## config.mk

```make
export PLATFORM = sky130hd
export DESIGN_NAME = rx_wake_ctrl
export DESIGN_NICKNAME = d
export VERILOG_FILES = /design/src/hdl/rx_wake_pkg.sv /design/src/hdl/edge_sync.sv /design/src/hdl/rx_wake_ctrl.sv
export SDC_FILE = /design/constraint.sdc
export NUM_CORES = 1
export LEC_CHECK = 0
export BUFFER_PORTS_ARGS = -buffer_cell sky130_fd_sc_hd__buf_4
export CAP_MARGIN = 15
export CORE_ASPECT_RATIO = 0.75
export CORE_MARGIN = 10
export CORE_UTILIZATION = 55
export CTS_CLUSTER_DIAMETER = 80
export DETAILED_ROUTE_END_ITERATION = 8
export PLACE_DENSITY = 0.73
export SLEW_MARGIN = 15
export SYNTH_ARGS = -nofsm -noshare
export SYNTH_HDL_FRONTEND = slang
export SYNTH_SLANG_ARGS = --single-unit
```

## constraint.sdc

```tcl
create_clock -name mclk -period 4.1 [get_ports mclk]
set_input_delay 0.41 -clock mclk [delete_from_list [all_inputs] [get_ports mclk]]
set_output_delay 0.41 -clock mclk [all_outputs]
set_load 0.02 [all_outputs]
```

## src/hdl/rx_wake_pkg.sv

```systemverilog
package rx_wake_pkg;
   // Measurement counter width: one more than the 16-bit divisor pair
   localparam int DIVISOR_W = 16;
   localparam int MEAS_W = DIVISOR_W + 1;
   localparam logic [DIVISOR_W-1:0] DIVISOR_MAX = 16'hffff;
   localparam logic [2:0] MEAS_EDGES = 3'h5;
   // Clocks per receive bit at reset (oversampled receiver)
   localparam logic [15:0] BIT_CYCLES_RST = 16'h0010;
   localparam logic [3:0] CHAR_BITS = 4'h9;
   typedef enum logic [1:0] {RX_IDLE, RX_START, RX_DATA, RX_STOP} rx_state_t;
endpackage : rx_wake_pkg

```

## src/hdl/edge_sync.sv

```systemverilog
`timescale 1ns/1ps
module edge_sync (
   // Clock and reset
   input wire logic mclk,
   input wire logic reset_n,
   // Line in, registered level and edges out
   input wire logic line_in,
   output logic level_ff,
   output logic rise_ff,
   output logic fall_ff
);
   logic prev_ff;

   always_ff @(posedge mclk or negedge reset_n) begin
      if (!reset_n) begin
         level_ff <= 1'b1;
         prev_ff <= 1'b1;
         rise_ff <= 1'b0;
         fall_ff <= 1'b0;
      end else begin
         level_ff <= line_in;
         prev_ff <= level_ff;
         rise_ff <= level_ff & ~prev_ff;
         fall_ff <= ~level_ff & prev_ff;
      end
   end
endmodule : edge_sync

```

## src/hdl/rx_wake_ctrl.sv

```systemverilog
`timescale 1ns/1ps
// Contract
// RULE1: Overflow flag sets once measure counter passes 16-bit divisor maximum before fifth rise.
// RULE2: Measure counter keeps counting after overflow until the fifth rising edge.
// RULE3: Fifth rising edge sets receive flag and clears auto-baud enable.
// RULE4: Reading receive data clears receive flag from measurement or wake-up.
// RULE5: Software may clear the overflow flag directly.
// RULE6: Overflow clear ignored while auto-baud enable is still set.
// RULE7: In sleep, serial clocks stop; no baud timing and no reception.
// RULE8: Break wake-up works only in asynchronous mode.
// RULE9: Wake enable disables normal reception; block idles watching the line.
// RULE10: Falling edge on receive line is the wake-up event.
// RULE11: Wake raises receive flag; synchronous when running, asynchronous in sleep.
// RULE12: Rising edge ending break clears wake enable; receiver returns to idle.
// RULE13: Non-zero character: start-to-first-rise low time taken as wake event.
// RULE14: Remote sends all-zero wake character of at least ten bit times.
// RULE15: Remote break and following gap long enough for oscillator start-up.
// RULE16: Software reads and discards receive data after wake-up.
// RULE17: Software checks receive idle before setting wake enable.
// RULE18: Receive idle high when no character, low from start bit to completion.
module rx_wake_ctrl #(
   parameter int DIVISOR_WIDTH = rx_wake_pkg::DIVISOR_W
) (
   // Clock and reset
   input wire logic mclk,
   input wire logic reset_n,
   // Receive line and mode
   input wire logic receive_line,
   input wire logic sleep_mode,
   input wire logic async_mode,
   // Software control strobes and bit timing
   input wire logic auto_baud_set,
   input wire logic auto_baud_clr,
   input wire logic wake_set,
   input wire logic wake_clr,
   input wire logic overflow_clr,
   input wire logic data_read,
   input wire logic [15:0] bit_cycles,
   // Status
   output logic auto_baud_enable,
   output logic wake_on_break_enable,
   output logic baud_measure_overflow_flag,
   output logic receive_interrupt_flag,
   output logic receive_idle_status,
   output logic [15:0] measured_divisor,
   output logic [7:0] receive_data_register
);
   import rx_wake_pkg::*;

   logic line_ff;
   logic rise_ff;
   logic fall_ff;
   logic abd_ff;
   logic wue_ff;
   logic ovf_ff;
   logic receive_interrupt_flag_ff;
   logic idle_ff;
   logic wake_async_ff;
   logic wake_ack_ff;
   logic [MEAS_W-1:0] meas_ff;
   logic [2:0] edges_ff;
   logic [15:0] div_ff;
   logic [7:0] data_ff;
   logic [15:0] tick_ff;
   logic [3:0] bit_ff;
   logic [7:0] shift_ff;
   rx_state_t state_ff;
   logic run;
   logic fifth;
   logic wake_ev;
   logic half;
   logic full;
   logic [MEAS_W-1:0] nxt_meas;

   edge_sync u_sync (
      .mclk(mclk),
      .reset_n(reset_n),
      .line_in(receive_line),
      .level_ff(line_ff),
      .rise_ff(rise_ff),
      .fall_ff(fall_ff)
   );

   assign run = ~sleep_mode; // [RULE7]
   assign fifth = run && abd_ff && rise_ff && (edges_ff == MEAS_EDGES - 3'h1);
   assign wake_ev = run && wue_ff && async_mode && fall_ff; // [RULE8] [RULE10] [RULE13]
   // Wraps rather than saturates, so counting goes on past overflow
   assign nxt_meas = meas_ff + {{(MEAS_W-1){1'b0}}, 1'b1}; // [RULE2]
   assign half = (tick_ff == {1'b0, bit_cycles[15:1]});
   assign full = (tick_ff == bit_cycles - 16'h0001);

   // Measurement: counter starts on first rise, runs to the fifth
   always_ff @(posedge mclk or negedge reset_n) begin
      if (!reset_n) begin
         meas_ff <= '0;
         edges_ff <= 3'h0;
         div_ff <= 16'h0000;
      end else if (run && abd_ff) begin
         if (rise_ff) begin
            edges_ff <= edges_ff + 3'h1;
         end
         if (edges_ff != 3'h0) begin
            meas_ff <= nxt_meas; // [RULE2]
         end
         if (fifth) begin
            div_ff <= nxt_meas[DIVISOR_W-1:0];
         end
      end else if (!abd_ff) begin
         meas_ff <= '0;
         edges_ff <= 3'h0;
      end
   end

   // Auto-baud enable
   always_ff @(posedge mclk or negedge reset_n) begin
      if (!reset_n) begin
         abd_ff <= 1'b0;
      end else if (fifth || auto_baud_clr) begin
         abd_ff <= 1'b0; // [RULE3]
      end else if (auto_baud_set && run) begin
         abd_ff <= 1'b1;
      end
   end

   // Overflow flag; set wins over clear, clear blocked while enabled
   always_ff @(posedge mclk or negedge reset_n) begin
      if (!reset_n) begin
         ovf_ff <= 1'b0;
      end else if (run && abd_ff && meas_ff[MEAS_W-1] && !fifth) begin
         ovf_ff <= 1'b1; // [RULE1]
      end else if (overflow_clr && !abd_ff) begin
         ovf_ff <= 1'b0; // [RULE5] [RULE6]
      end
   end

   // Wake enable: set by software, cleared by the rise ending the break
   always_ff @(posedge mclk or negedge reset_n) begin
      if (!reset_n) begin
         wue_ff <= 1'b0;
      end else if (wue_ff && run && rise_ff) begin
         wue_ff <= 1'b0; // [RULE12]
      end else if (wake_clr) begin
         wue_ff <= 1'b0;
      end else if (wake_set && async_mode) begin
         wue_ff <= 1'b1; // [RULE8] [RULE17]
      end
   end

   // Sleep-time wake: line watcher keeps running while the logic is frozen
   always_ff @(posedge mclk or negedge reset_n) begin
      if (!reset_n) begin
         wake_async_ff <= 1'b0;
      end else if (wue_ff && async_mode && sleep_mode && fall_ff) begin
         wake_async_ff <= ~wake_ack_ff; // [RULE11]
      end
   end

   always_ff @(posedge mclk or negedge reset_n) begin
      if (!reset_n) begin
         wake_ack_ff <= 1'b0;
      end else if (run) begin
         wake_ack_ff <= wake_async_ff;
      end
   end

   // Receive flag: set wins over read clear
   always_ff @(posedge mclk or negedge reset_n) begin
      if (!reset_n) begin
         receive_interrupt_flag_ff <= 1'b0;
      end else if (fifth || wake_ev || (run && (wake_async_ff ^ wake_ack_ff))
                   || (state_ff == RX_STOP && full)) begin
         receive_interrupt_flag_ff <= 1'b1; // [RULE3] [RULE11]
      end else if (data_read) begin
         receive_interrupt_flag_ff <= 1'b0; // [RULE4] [RULE16]
      end
   end

   // Character receiver, held idle during wake watch or measurement
   always_ff @(posedge mclk or negedge reset_n) begin
      if (!reset_n) begin
         state_ff <= RX_IDLE;
         tick_ff <= 16'h0000;
         bit_ff <= 4'h0;
         shift_ff <= 8'h00;
         data_ff <= 8'h00;
      end else if (!run || wue_ff || abd_ff) begin
         state_ff <= RX_IDLE; // [RULE7] [RULE9]
         tick_ff <= 16'h0000;
      end else begin
         tick_ff <= (state_ff == RX_IDLE || full) ? 16'h0000 : tick_ff + 16'h0001;
         unique case (state_ff)
            RX_IDLE: begin
               if (fall_ff) begin
                  state_ff <= RX_START;
               end
            end
            RX_START: begin
               if (half) begin
                  state_ff <= line_ff ? RX_IDLE : RX_DATA;
                  tick_ff <= 16'h0000;
                  bit_ff <= 4'h0;
               end
            end
            RX_DATA: begin
               if (full) begin
                  shift_ff <= {line_ff, shift_ff[7:1]};
                  bit_ff <= bit_ff + 4'h1;
                  if (bit_ff == CHAR_BITS - 4'h2) begin
                     state_ff <= RX_STOP;
                  end
               end
            end
            RX_STOP: begin
               if (full) begin
                  state_ff <= RX_IDLE;
                  data_ff <= shift_ff;
               end
            end
         endcase
      end
   end

   always_ff @(posedge mclk or negedge reset_n) begin
      if (!reset_n) begin
         idle_ff <= 1'b1;
      end else begin
         idle_ff <= (state_ff == RX_IDLE); // [RULE18]
      end
   end

   // Registered outputs
   always_ff @(posedge mclk or negedge reset_n) begin
      if (!reset_n) begin
         auto_baud_enable <= 1'b0;
         wake_on_break_enable <= 1'b0;
         baud_measure_overflow_flag <= 1'b0;
         receive_interrupt_flag <= 1'b0;
         receive_idle_status <= 1'b1;
         measured_divisor <= 16'h0000;
         receive_data_register <= 8'h00;
      end else begin
         auto_baud_enable <= abd_ff;
         wake_on_break_enable <= wue_ff;
         baud_measure_overflow_flag <= ovf_ff;
         receive_interrupt_flag <= receive_interrupt_flag_ff || (wake_async_ff ^ wake_ack_ff);
         receive_idle_status <= idle_ff;
         measured_divisor <= div_ff;
         receive_data_register <= data_ff;
      end
   end
endmodule : rx_wake_ctrl

```

==> metrics list, run 1 <==
* Number of enable-type register cells in the synthesized netlist: 0
* R2R Path End: data_ff[3]
- Drt total wl: roughly 11000 um
* Worst Path Required: 4390 ps
- Top Ports: 56
- The worst hold path terminates at u_sync.level_ff.
- Mapped Nets: 538
* Clock period minus worst slack: 3270 ps
- After clock tree synthesis, the clock-pin slew on the worst setup and hold paths is approximately 50 ps.
- Once detail routing completed, the nets flagged for antenna violations numbered 0.
* Count of cells along the worst hold path: 1
- The layer flagged by global routing as most heavily used is met2.
- Post-layout net count: between 500 and 600
* Largest net degree at the start of global routing: 74
- In the routed design, unresolved DRC markers number 0.
- A synthesized cell averages approximately 11 sq um.
- After synthesis, the share of flip-flops with an asynchronous set or reset is 1.00.
- Number of buffers created by CTS: 17
* CTS tree: done
- Number of buffers on the longest clock path: 2
- The first detailed-routing pass ran for 5 iterations.
- The clock arrives with a little over 10 ps of skew.
- The critical path in this run is classified as in -> reg.
- The startpoint identified for the worst register-to-register timing path is tick_ff[2].
- The number of cells on the worst reg-to-reg path is 7.
* Area occupied by multi-input gates: between 2000 and 2500 sq um
* Via/cell ratio: about 5.5
* Wire length per cell after detailed routing: approximately 16 um
- All-layer global routing usage: 0.167
- Number of levels the H-tree was split into: 4
* Max Clk Rate: a little over 0.3 GHz
* Beginning of the critical path: bit_cycles[0]
- STA classifies the critical path endpoint as a flop.
* Combined flip-flop and latch cell area: 2860 sq um
* Area growth syn-to-layout: 21.2%
* Measured slew at the worst slew-check pin: a little over 900 ps
- Std cell rows: 31
- Adding up every negative setup slack in the final design gives 0 ps.
- Antenna violations before repair: 0
* Post-CTS Hold Fix Bufs: 0
* Number of global-route vias before repair: 3855
- Path category of the worst min-delay check: in -> reg
- Number of warnings printed during yosys synthesis: 0
- After layout, the worst setup slack is slightly above 800 ps.
- Maximum capacitance violations: 0
* Primary FF master, synth: sky130_fd_sc_hd__dfrtp_1
- Post-detailed-placement half-perimeter wirelength: 7860 um
- In this run the standard cell core region covers just under 10000 sq um.
* Worst reg2reg setup slack: about 1100 ps
- Worst hold margin: 105 ps
- GP Congestion: between 0.8 and 0.9
- Pwr per Cell Area: roughly 440 nW/um^2
- DIE HEIGHT: about 110 um
- The analysis attributes to cell leakage a power of approximately 0.0029 uW.
- For met1 alone, demand over resource in global routing was 0.225.
* Final Hold Viols: 0
- Overall power consumption after layout is estimated at about 2900 uW.
- Core occupancy in the finished layout: 0.678
* Post-synthesis cell type count: 53
- Post-CTS timing repair inserted 0 buffers for setup.
- Number of fillers in the final layout: 727
* Floorplan die area: 14200 sq um
- Overflow after GRT: 0
- Clock latency on the worst-skew pair: approximately 410 ps
* Post-Synthesis Cells: ~510
* Critical-path maximum fanout: 8
- For the worst setup path, the data arrival time is 3570 ps.
* Number of buffer cells added on primary ports: 55
* Post-synthesis instance area: 5380 sq um
* Final setup violation count: 0
- For met2 alone, demand over resource in global routing was 0.238.
- Share of post-route cells with drive strength above 1: 0.209
- Final worst-path cycle share: 0.799
- Resized cells post-CTS: 0
* Root buf cell: sky130_fd_sc_hd__clkbuf_16
- The detailed router finished its first iteration with roughly 310 violations.
* Number of flip-flops and latches in the synthesized netlist: around 110
* Register area share after synthesis: 0.531
- The first global-routing pass estimated approximately 19000 um of wire.
- Hold Startpoint: receive_line
- The repair_antennas step left the layout with diodes totalling 0.
- The worst pin sits at a relative slew slack of 0.391.
- Met3 layer usage reported by global route: 0.0678
* VDD IR max: roughly 0.00039 V
- Unrepaired setup endpoints after global routing: no
- Starting utilization of the core area: 0.560
* Clk sink count: 114
- The die is between 100 and 150 um wide.
* Worst slack at placement: approximately 400 ps
- The final route contains slightly below 4000 vias.
* Outcome: finished, final reports clean
- Count of final max-slew check failures: 0
- The worst setup path is launched from an input port.
worst max path at each step:
stage | endpoint | slack, ps
6_report | data_ff[3] | 830
5_1_grt | data_ff[3] | 660
4_1_cts | data_ff[3] | 810
3_5_place_dp | data_ff[3] | 400
3_3_place_gp | data_ff[5] | 540
2_1_floorplan | data_ff[0] | 790
stage by stage:
stage	cells	cell area, sq um
after floorplan	505	5380
after global placement	675	5910
after detailed placement	675	5910
after CTS	707	6520
after global routing	707	6520
final	707	6520
cells by family after synthesis:
logic type               count (synthesis)  share of synthesized area
XOR/XNOR                                78                      0.127
AND/OR/NAND/NOR                        192                      0.188
buffers and inverters                   35                     0.0263
adder cells (fa/ha/maj)                  6                     0.0139
AO/OA/AOI/OAI                           59                     0.0704
multiplexers                            21                     0.0432
flip-flops                             114                      0.531
synthesized netlist by cell type, drive strengths merged, types with 6 or more instances:
master	number	share of area
ha	6	0.014
dfrtp	110	0.51
nand2	45	0.031
and2	18	0.021
clkbuf	16	0.011
xor2	26	0.042
buf	6	0.0060
nor4	6	0.011
nor2	34	0.024
inv	13	0.0091
o21ai	24	0.022
or3	7	0.0081
nor3	14	0.015
nand3	25	0.023
nand4	8	0.0093
nor2b	10	0.012
and3	10	0.012
mux2	18	0.038
xnor2	52	0.085
worst max-delay path, cell delays in order:
cell                       delay (ps)
sky130_fd_sc_hd__buf_4            130
sky130_fd_sc_hd__inv_1             50
sky130_fd_sc_hd__ha_1             210
sky130_fd_sc_hd__or4b_1           490
sky130_fd_sc_hd__or4b_1           540
sky130_fd_sc_hd__a211oi_1         290
sky130_fd_sc_hd__o22ai_1          160
sky130_fd_sc_hd__or2_1            340
sky130_fd_sc_hd__nor4_4           540
sky130_fd_sc_hd__mux2_2           400
registers in the layout, summed over array words and instances, names as in the netlist, 2 cells and up:
register and cells:
meas_ff 17, tick_ff 16, measured_divisor 16, shift_ff 8, div_ff 16, bit_ff 4
edges_ff 3, data_ff 8, receive_data_register 8, state_ff 2
metal layers:
| layer | wire (um) | share of wire |
|---|---|---|
| met5 | 0 | 0 |
| met4 | 148 | 0.013 |
| met3 | 881 | 0.078 |
| met2 | 4880 | 0.43 |
| met1 | 5400 | 0.48 |
placed cells by master (no fill, tap or decap), drive strengths merged, types with 3 or more instances in the layout:
cell,n
nor4,6
clkinvlp,3
a21oi,5
ha,6
or4,4
bufinv,4
xor2,26
a31oi,5
or2,4
or3,7
o21a,3
a21boi,4
nor3,14
nor2,34
buf,60
mux2i,3
nand2,45
nand4,8
o21ai,24
dfstp,4
mux2,18
and2,18
xnor2,52
and3,10
nand3,25
dfrtp,110
o211ai,3
clkinv,7
or4b,3
clkbuf,18
nor2b,10
inv,13
area by class of cell:
type | count | share of cell area
flip-flops and latches | 114 | 0.438
inverters | 13 | 0.00748
multi-input cells | 356 | 0.365
repair buffers | 60 | 0.0690
clock inverters | 14 | 0.0290
well taps | 132 | 0.0253
clock buffers | 18 | 0.0658
power by group:
part | switching [uW] | total (uW) | internal [uW] | leakage (uW)
registers | 19.4 | 1170 | 1150 | 0.00157
logic | 89.4 | 154 | 64.4 | 0.00108
clock network | 515 | 1530 | 1010 | 0.000296
(Power assumes the default switching activity.)
==> inputs of run 2 (changes only) <==
Settings changed: CORE_UTILIZATION 55 to 53, PLACE_DENSITY 0.73 to 0.74.
Clock period 4.1 ns to 2.95 ns, I/O delays scaled along.
==> metrics list, run 2 (synthesized netlist as in run 1, its figures left out) <==
- The slowest stage of the critical path is the sky130_fd_sc_hd__or4b_1 cell.
- Count of final max-slew check failures: 0 (unchanged)
- Crit start category: input port
- All-layer global routing usage: 0.171 (+0.00351)
- Sum of negative setup slack: 0 ps (unchanged)
- Post-detailed-placement half-perimeter wirelength: 8530 um (+8.6%)
* Critical-path maximum fanout: 8 (unchanged)
- Design area: 6800 sq um (+4.2%)
- The last weighted congestion value of the routability-driven placer is 0.876 (+1.6%).
* Antenna violations before repair: 0 (unchanged)
- The I/O pin count came to 56 (unchanged).
- Worst slack at placement: -255 ps (-655 ps)
- The number of vias after detailed routing is 3918 (+1.2%).
- The internal power of the cells is 3080 uW (+38%).
* Area after detailed placement: 6170 sq um (+4.4%)
- The switching share of power came to 0.219 (+0.000428).
- The number of flip-flops under the largest register name came to 17 (unchanged).
* Cell occurring most often along the worst timing path: sky130_fd_sc_hd__buf_4
- Commonest cells after routing, fill and taps aside: sky130_fd_sc_hd__dfrtp_1 (110), sky130_fd_sc_hd__buf_4 (84), sky130_fd_sc_hd__xnor2_1 (52)
- The clock sink count is 114 (unchanged).
* Total net switching power: 865 uW (+39%)
- Final std cells w/o fill: 735 (+4.0%)
* Core footprint: 9770 sq um (+1.6%)
- The count of antenna-violating nets left after detailed routing was 0 (unchanged).
- Commonest non-fill, non-tap cell in the layout: sky130_fd_sc_hd__dfrtp_1
* Final setup violation count: 0 (unchanged)
* Number of global-route vias before repair: 3978 (+3.2%)
- Placed instance count: 701 (+3.9%)
* DRC violations left: 0 (unchanged)
- The final wirelength was 11900 um (+5.6%).
- Number of iterations in the first detailed-routing pass: 5 (unchanged)
* CTS tree: done
- Overflow after GRT: 0 (unchanged)
- Clock latency on the worst-skew pair: 410 ps (about the same)
- Final worst-path cycle share: 0.950
* Combinational share of power: 0.062 (+0.008)
- Post-layout net count: 623 (+4.7%)
- Die extent in x: 136 um (+1.6%)
* Worst Setup Path Type: in -> reg
* Worst hold margin: 29.9 ps (-74.6 ps)
- Arrival time reported for the critical path endpoint: 3080 ps (-490 ps)
* Sequential cell fraction of total power: 0.411 (about the same)
- Unrepaired setup endpoints after global routing: no
* Number of buffers created by CTS: 17 (unchanged)
* Outcome: finished, final reports clean
- VDD IR max: 0.000484 V (+23%)
- Number of levels the H-tree was split into: 4 (unchanged)
- The number of DRC violations after detailed-routing iteration 0 came to 264 (-13%).
- Floorplan die area: 14600 sq um (+3.1%)
- The global-route wire length before repair is 20100 um (+5.8%).
* Final antenna diode count: 0 (unchanged)
- Path category of the worst min-delay check: in -> reg
- The detailed-route wire length per cell came to 16.3 um (+1.6%).
* Post-route worst setup slack: 146 ps (-680 ps)
- Leak pwr: 0.00309 uW (+4.8%)
* Critical Path End Type: flop
- The starting utilization of the core area came to 0.551 (-0.00888).
* Clock group share of total power: 0.527 (-0.009)
- Clock period minus worst slack: about 2800 ps
- The quantity of I/O buffers inserted on ports was 55 (unchanged).
- The largest stage delay on the critical path came to 530 ps (about the same).
* Share of post-route cells with drive strength above 1: 0.252 (+0.0434)
- Number of buffers on the longest clock path: 2 (unchanged)
* Pwr per Cell Area: 580 nW/um^2 (+33%)
* Worst-path cell chain: buf_4, inv_4, ha_4, or4b_4, or4b_1, a211oi_2, o22ai_1, or2_1, nor4_4, buf_4, mux2_1
- DIE HEIGHT: 107 um (+1.5%)
- Worst Path Required: 3230 ps (-1160 ps)
* Area growth syn-to-layout: 26.3%
* Via/cell ratio: 5.33 (-2.6%)
- Root buf cell: sky130_fd_sc_hd__clkbuf_16
- The pin count of the biggest net entering global routing is 62 (-16%).
- The count of maximum capacitance violations came to 0 (unchanged).
* Final Hold Viols: 0 (unchanged)
- Max Clk Rate: between 0.3 and 0.4 GHz
- The total of cells resized after clock tree synthesis came to 0 (unchanged).
* Std cell rows: 31 (unchanged)
* Top reg by flops: meas_ff
* Measured slew at the worst slew-check pin: 752 ps (-162 ps)
* Post-Route Skew: 10.8 ps (+0.635 ps)
* Clock-pin slew on the worst setup and hold paths: 60 ps (about the same)
- Number of fillers in the final layout: 721 (-0.83%)
* Worst slew slack as a fraction of its limit: 0.499 (+0.108)
[run 2: changes by cell type in the layout (fill, tap and decap cells not counted), sizes merged]
cell,change
buf,+26
clkinv,-3
clkbuf,+2
dlygate4sd3,+2
bufinv,-1
clkinvlp,+1
inv,+1
[run 2: path summary, 6_finish.rpt]
check | start | endpoint | slack (ps) | depth (start not counted)
min in group asynchronous | reset_n | receive_data_register[2] | 470 | 2
max in group asynchronous | reset_n | u_sync.prev_ff | 1690 | 3
min reg2reg | idle_ff | receive_idle_status | 360 | 0
max reg2reg | tick_ff[2] | data_ff[7] | 240 | 8
min | wake_clr | wue_ff | 30 | 2
max | bit_cycles[0] | data_ff[7] | 150 | 11
[run 2: area by class of cell]
| cell class | instances | area [sq um] | share of cell area |
|---|---|---|---|
| flip-flops and latches | 114 | 2860 | 0.420 |
| multi-input cells | 356 | 2420 | 0.356 |
| repair buffers | 88 | 691 | 0.102 |
| clock buffers | 20 | 457 | 0.0672 |
| well taps | 132 | 165 | 0.0243 |
| clock inverters | 12 | 156 | 0.0230 |
| inverters | 13 | 51.3 | 0.00754 |
[run 2: what timing repair did]
| action | 4_1_cts | 5_1_grt |
|---|---|---|
| hold endpoints to repair | 53 | 0 |
| setup buffers | 0 | 0 |
| endpoints found under the setup margin | 0 | 0 |
| hold buffers | 2 | 0 |
[run 2: critical path, delay by kind of cell]
family	cells	cell delay [ps]
fa+ha+maj	1	120
simple gates	4	1570
mux	1	350
buf+inv	3	380
compound gates	2	340
[run 2: stage by stage]
stage,power (uW),util
2_1_floorplan,1750,-
3_3_place_gp,1880,0.631
3_5_place_dp,1890,0.631
4_1_cts,3970,0.696
5_1_grt,4080,0.696
6_report,3950,0.696
[run 2: layer usage]
layer  part of all wire  track usage
met5                  0            0
met4             0.0090       0.0561
met3              0.060       0.0485
met2               0.45        0.251
met1               0.48        0.238
[run 2: power groups by stage]
stage / logic [uW] / clock network (uW) / registers (uW)
after floorplan: 101 / 0 / 1650
after global placement: 239 / 0 / 1650
after detailed placement: 241 / 0 / 1650
after CTS: 247 / 2110 / 1620
after global routing: 270 / 2180 / 1620
final: 245 / 2080 / 1620
==> inputs of run 3 (changes only) <==
Settings changed: CORE_MARGIN 10 to unset, SKIP_LAST_GASP set to 1.
==> metrics list, run 3 (synthesized netlist as in run 1, its figures left out) <==
- Count of cells along the worst hold path: 2 (unchanged)
* Wire length per cell after detailed routing: 15.5 um (-4.6%)
* Worst Setup Path Type: in -> reg
- Clock group share of total power: 0.501 (-0.026)
- Count of final max-slew check failures: 0 (unchanged)
- The number of buffers created by CTS came to 17 (unchanged).
- DRC violations left: 0 (unchanged)
- Resized cells post-CTS: 0 (unchanged)
- Area after detailed placement: 6150 sq um (-0.24%)
- TritonCTS built the clock tree.
- All-layer global routing usage: 0.236 (+0.0650)
- Leaving out fill and tap cells, the most frequent cell in the layout is sky130_fd_sc_hd__dfrtp_1.
- The total inserted antenna cells came to 0 (unchanged).
* Max reg flops: 17 (unchanged)
- The initial antenna violation count was 0 (unchanged).
- Unrepaired setup endpoints after global routing: no
* Largest net degree at the start of global routing: 61 (-1.6%)
- The number of DRC violations after detailed-routing iteration 0 is 295 (+12%).
* Worst slack at placement: -223 ps (+31.8 ps)
- Number of levels the H-tree was split into: 4 (unchanged)
* Floorplan die area: 10600 sq um (-28%)
- Clock-pin slew on the worst setup and hold paths: 50 ps (about the same)
* Pwr per Cell Area: 556 nW/um^2 (-4.2%)
- The number of global-route vias before repair came to 3873 (-2.6%).
- STA classifies the critical path startpoint as an input port.
- Worst slew slack as a fraction of its limit: 0.525 (+0.0264)
- DIE HEIGHT: 89.3 um (-17%)
- The achievable clock frequency was 0.363 GHz (+1.7%).
- Via/cell ratio: 5.45 (+2.2%)
* Sequential cell fraction of total power: 0.434 (+0.023)
- The fraction of layout cells with a size suffix above 1 is 0.248 (-0.00415).
- The switching share of power was 0.234 (+0.0150).
* Number of buffer cells added on primary ports: 55 (unchanged)
- The data required time at the worst endpoint came to 3240 ps (about the same).
- The path depth of the worst reg2reg path was 8 (unchanged).
- The largest clock skew in the final design is 10.0 ps (-0.746 ps).
* Outcome: finished, final reports clean
- Post-detailed-placement half-perimeter wirelength: 8010 um (-6.2%)
* Maximum capacitance violations: 0 (unchanged)
* Post-layout net count: 621 (-0.32%)
- GP Congestion: 0.896 (+2.3%)
- Overflow after GRT: 0 (unchanged)
- The starting utilization of the core area was 0.551 (unchanged).
* Final setup violation count: 0 (unchanged)
* Critical-path maximum fanout: 6 (-2)
- The clock insertion delay at the later pin of the skew report was 420 ps (about the same).
- Post-route worst setup slack: 193 ps (+47.0 ps)
* Number of nets with antenna violations after detailed routing: 0 (unchanged)
* Std cell rows: 31 (unchanged)
- Clock period minus worst slack: 2760 ps (-47.0 ps)
* Placed instance count: 699 (-0.29%)
- Sum of negative setup slack: 0 ps (unchanged)
- Drt total wl: 11400 um (-4.8%)
* Total power: 3730 uW (-5.4%)
* Root buf cell: sky130_fd_sc_hd__clkbuf_16
- The die extent in x came to 118 um (-13%).
* Internal Power: 2860 uW (-7.2%)
- The number of vias after detailed routing was 3993 (+1.9%).
- The library cells used most frequently in the layout, excluding fill and tap cells, are sky130_fd_sc_hd__dfrtp_1 (110), sky130_fd_sc_hd__buf_4 (82), sky130_fd_sc_hd__xnor2_1 (52).
- Number of iterations in the first detailed-routing pass: 5 (unchanged)
- The post-layout instance count excluding filler cells was 733 (-0.27%).
- The endpoint arrival time on the critical path came to 3050 ps (-30 ps).
- Clk sink count: 114 (unchanged)
- Top reg by flops: meas_ff
- Leak pwr: 0.00304 uW (-1.4%)
- The post-route cell area came to 6720 sq um (-1.2%).
* Global-route wire length before repair: 19200 um (-4.6%)
- The net switching power of the design is 875 uW (+1.1%).
- Top Ports: 56 (unchanged)
* Final worst-path cycle share: 0.935 (-0.0159)
- The peak supply drop came to 0.000441 V (-8.9%).
- Number of buffers on the longest clock path: 2 (unchanged)
* Core footprint: 9770 sq um (unchanged)
- The worst setup path is captured at a flop.
* Combinational share of power: 0.065 (+0.003)
- Area growth syn-to-layout: 24.8%
- Measured slew at the worst slew-check pin: 705 ps (-46.1 ps)
- The number of hold violations in the final report is 0 (unchanged).
- In this run the worst hold path is classified as in -> reg.
## run 3: cell count changes in the layout (fill, tap and decap cells not counted), sizes merged
cell      previous run  this run
clkinvlp             4         5
clkbuf              20        19
buf                 86        84
bufinv               3         1
clkinv               4         6
## run 3: power by group through the flow
stage	clock network [uW]	logic, uW	registers (uW)
after detailed placement	0	239	1650
after floorplan	0	101	1650
after global routing	1970	268	1620
final	1870	241	1620
after global placement	0	234	1650
after CTS	1890	243	1620
## run 3: worst max-delay path, stage by stage
cell                       delay (ps)
sky130_fd_sc_hd__buf_4            120
sky130_fd_sc_hd__inv_4             50
sky130_fd_sc_hd__ha_4             120
sky130_fd_sc_hd__or4b_4           490
sky130_fd_sc_hd__buf_4            170
sky130_fd_sc_hd__nor3_1           250
sky130_fd_sc_hd__xnor2_1          160
sky130_fd_sc_hd__nand3_1          100
sky130_fd_sc_hd__a2111o_1         430
sky130_fd_sc_hd__buf_4            210
sky130_fd_sc_hd__or2_2            340
sky130_fd_sc_hd__o221a_2          300
## run 3: timing repair
action	in CTS	in global routing
endpoints found under the hold margin	54	0
buffers inserted	0	0
hold buffers	2	0
## run 3: final cells by class
cell class	count	area, sq um
sequential	114	2860
clock buffer	19	433
timing repair buffer	86	676
clock inverter	13	114
tap	132	165
inverter	13	51.3
multi-input combinational	356	2420
fill	758	3060
## run 3: final timing paths
kind / slack, ps / endpoint / startpoint
max in group asynchronous: 1690 / u_sync.level_ff / reset_n
min in group asynchronous: 470 / receive_data_register[2] / reset_n
max reg2reg: 240 / state_ff[1] / tick_ff[2]
min reg2reg: 360 / receive_idle_status / idle_ff
min: 40 / wue_ff / wake_clr
max: 190 / state_ff[1] / bit_cycles[0]
## run 3: through the flow
step           hold WS [ps]   util
2_1_floorplan        -0.591      -
3_3_place_gp            350  0.629
3_5_place_dp            351  0.629
4_1_cts                33.5  0.687
5_1_grt                33.7  0.687
6_report               39.9  0.687
## run 3: metal layers
metal,part of all wire,routed length (um),global-route usage
met3,0.043,491,0.0536
met5,0,0,0
met4,0.011,127,0.0816
met2,0.45,5130,0.366
met1,0.49,5620,0.331
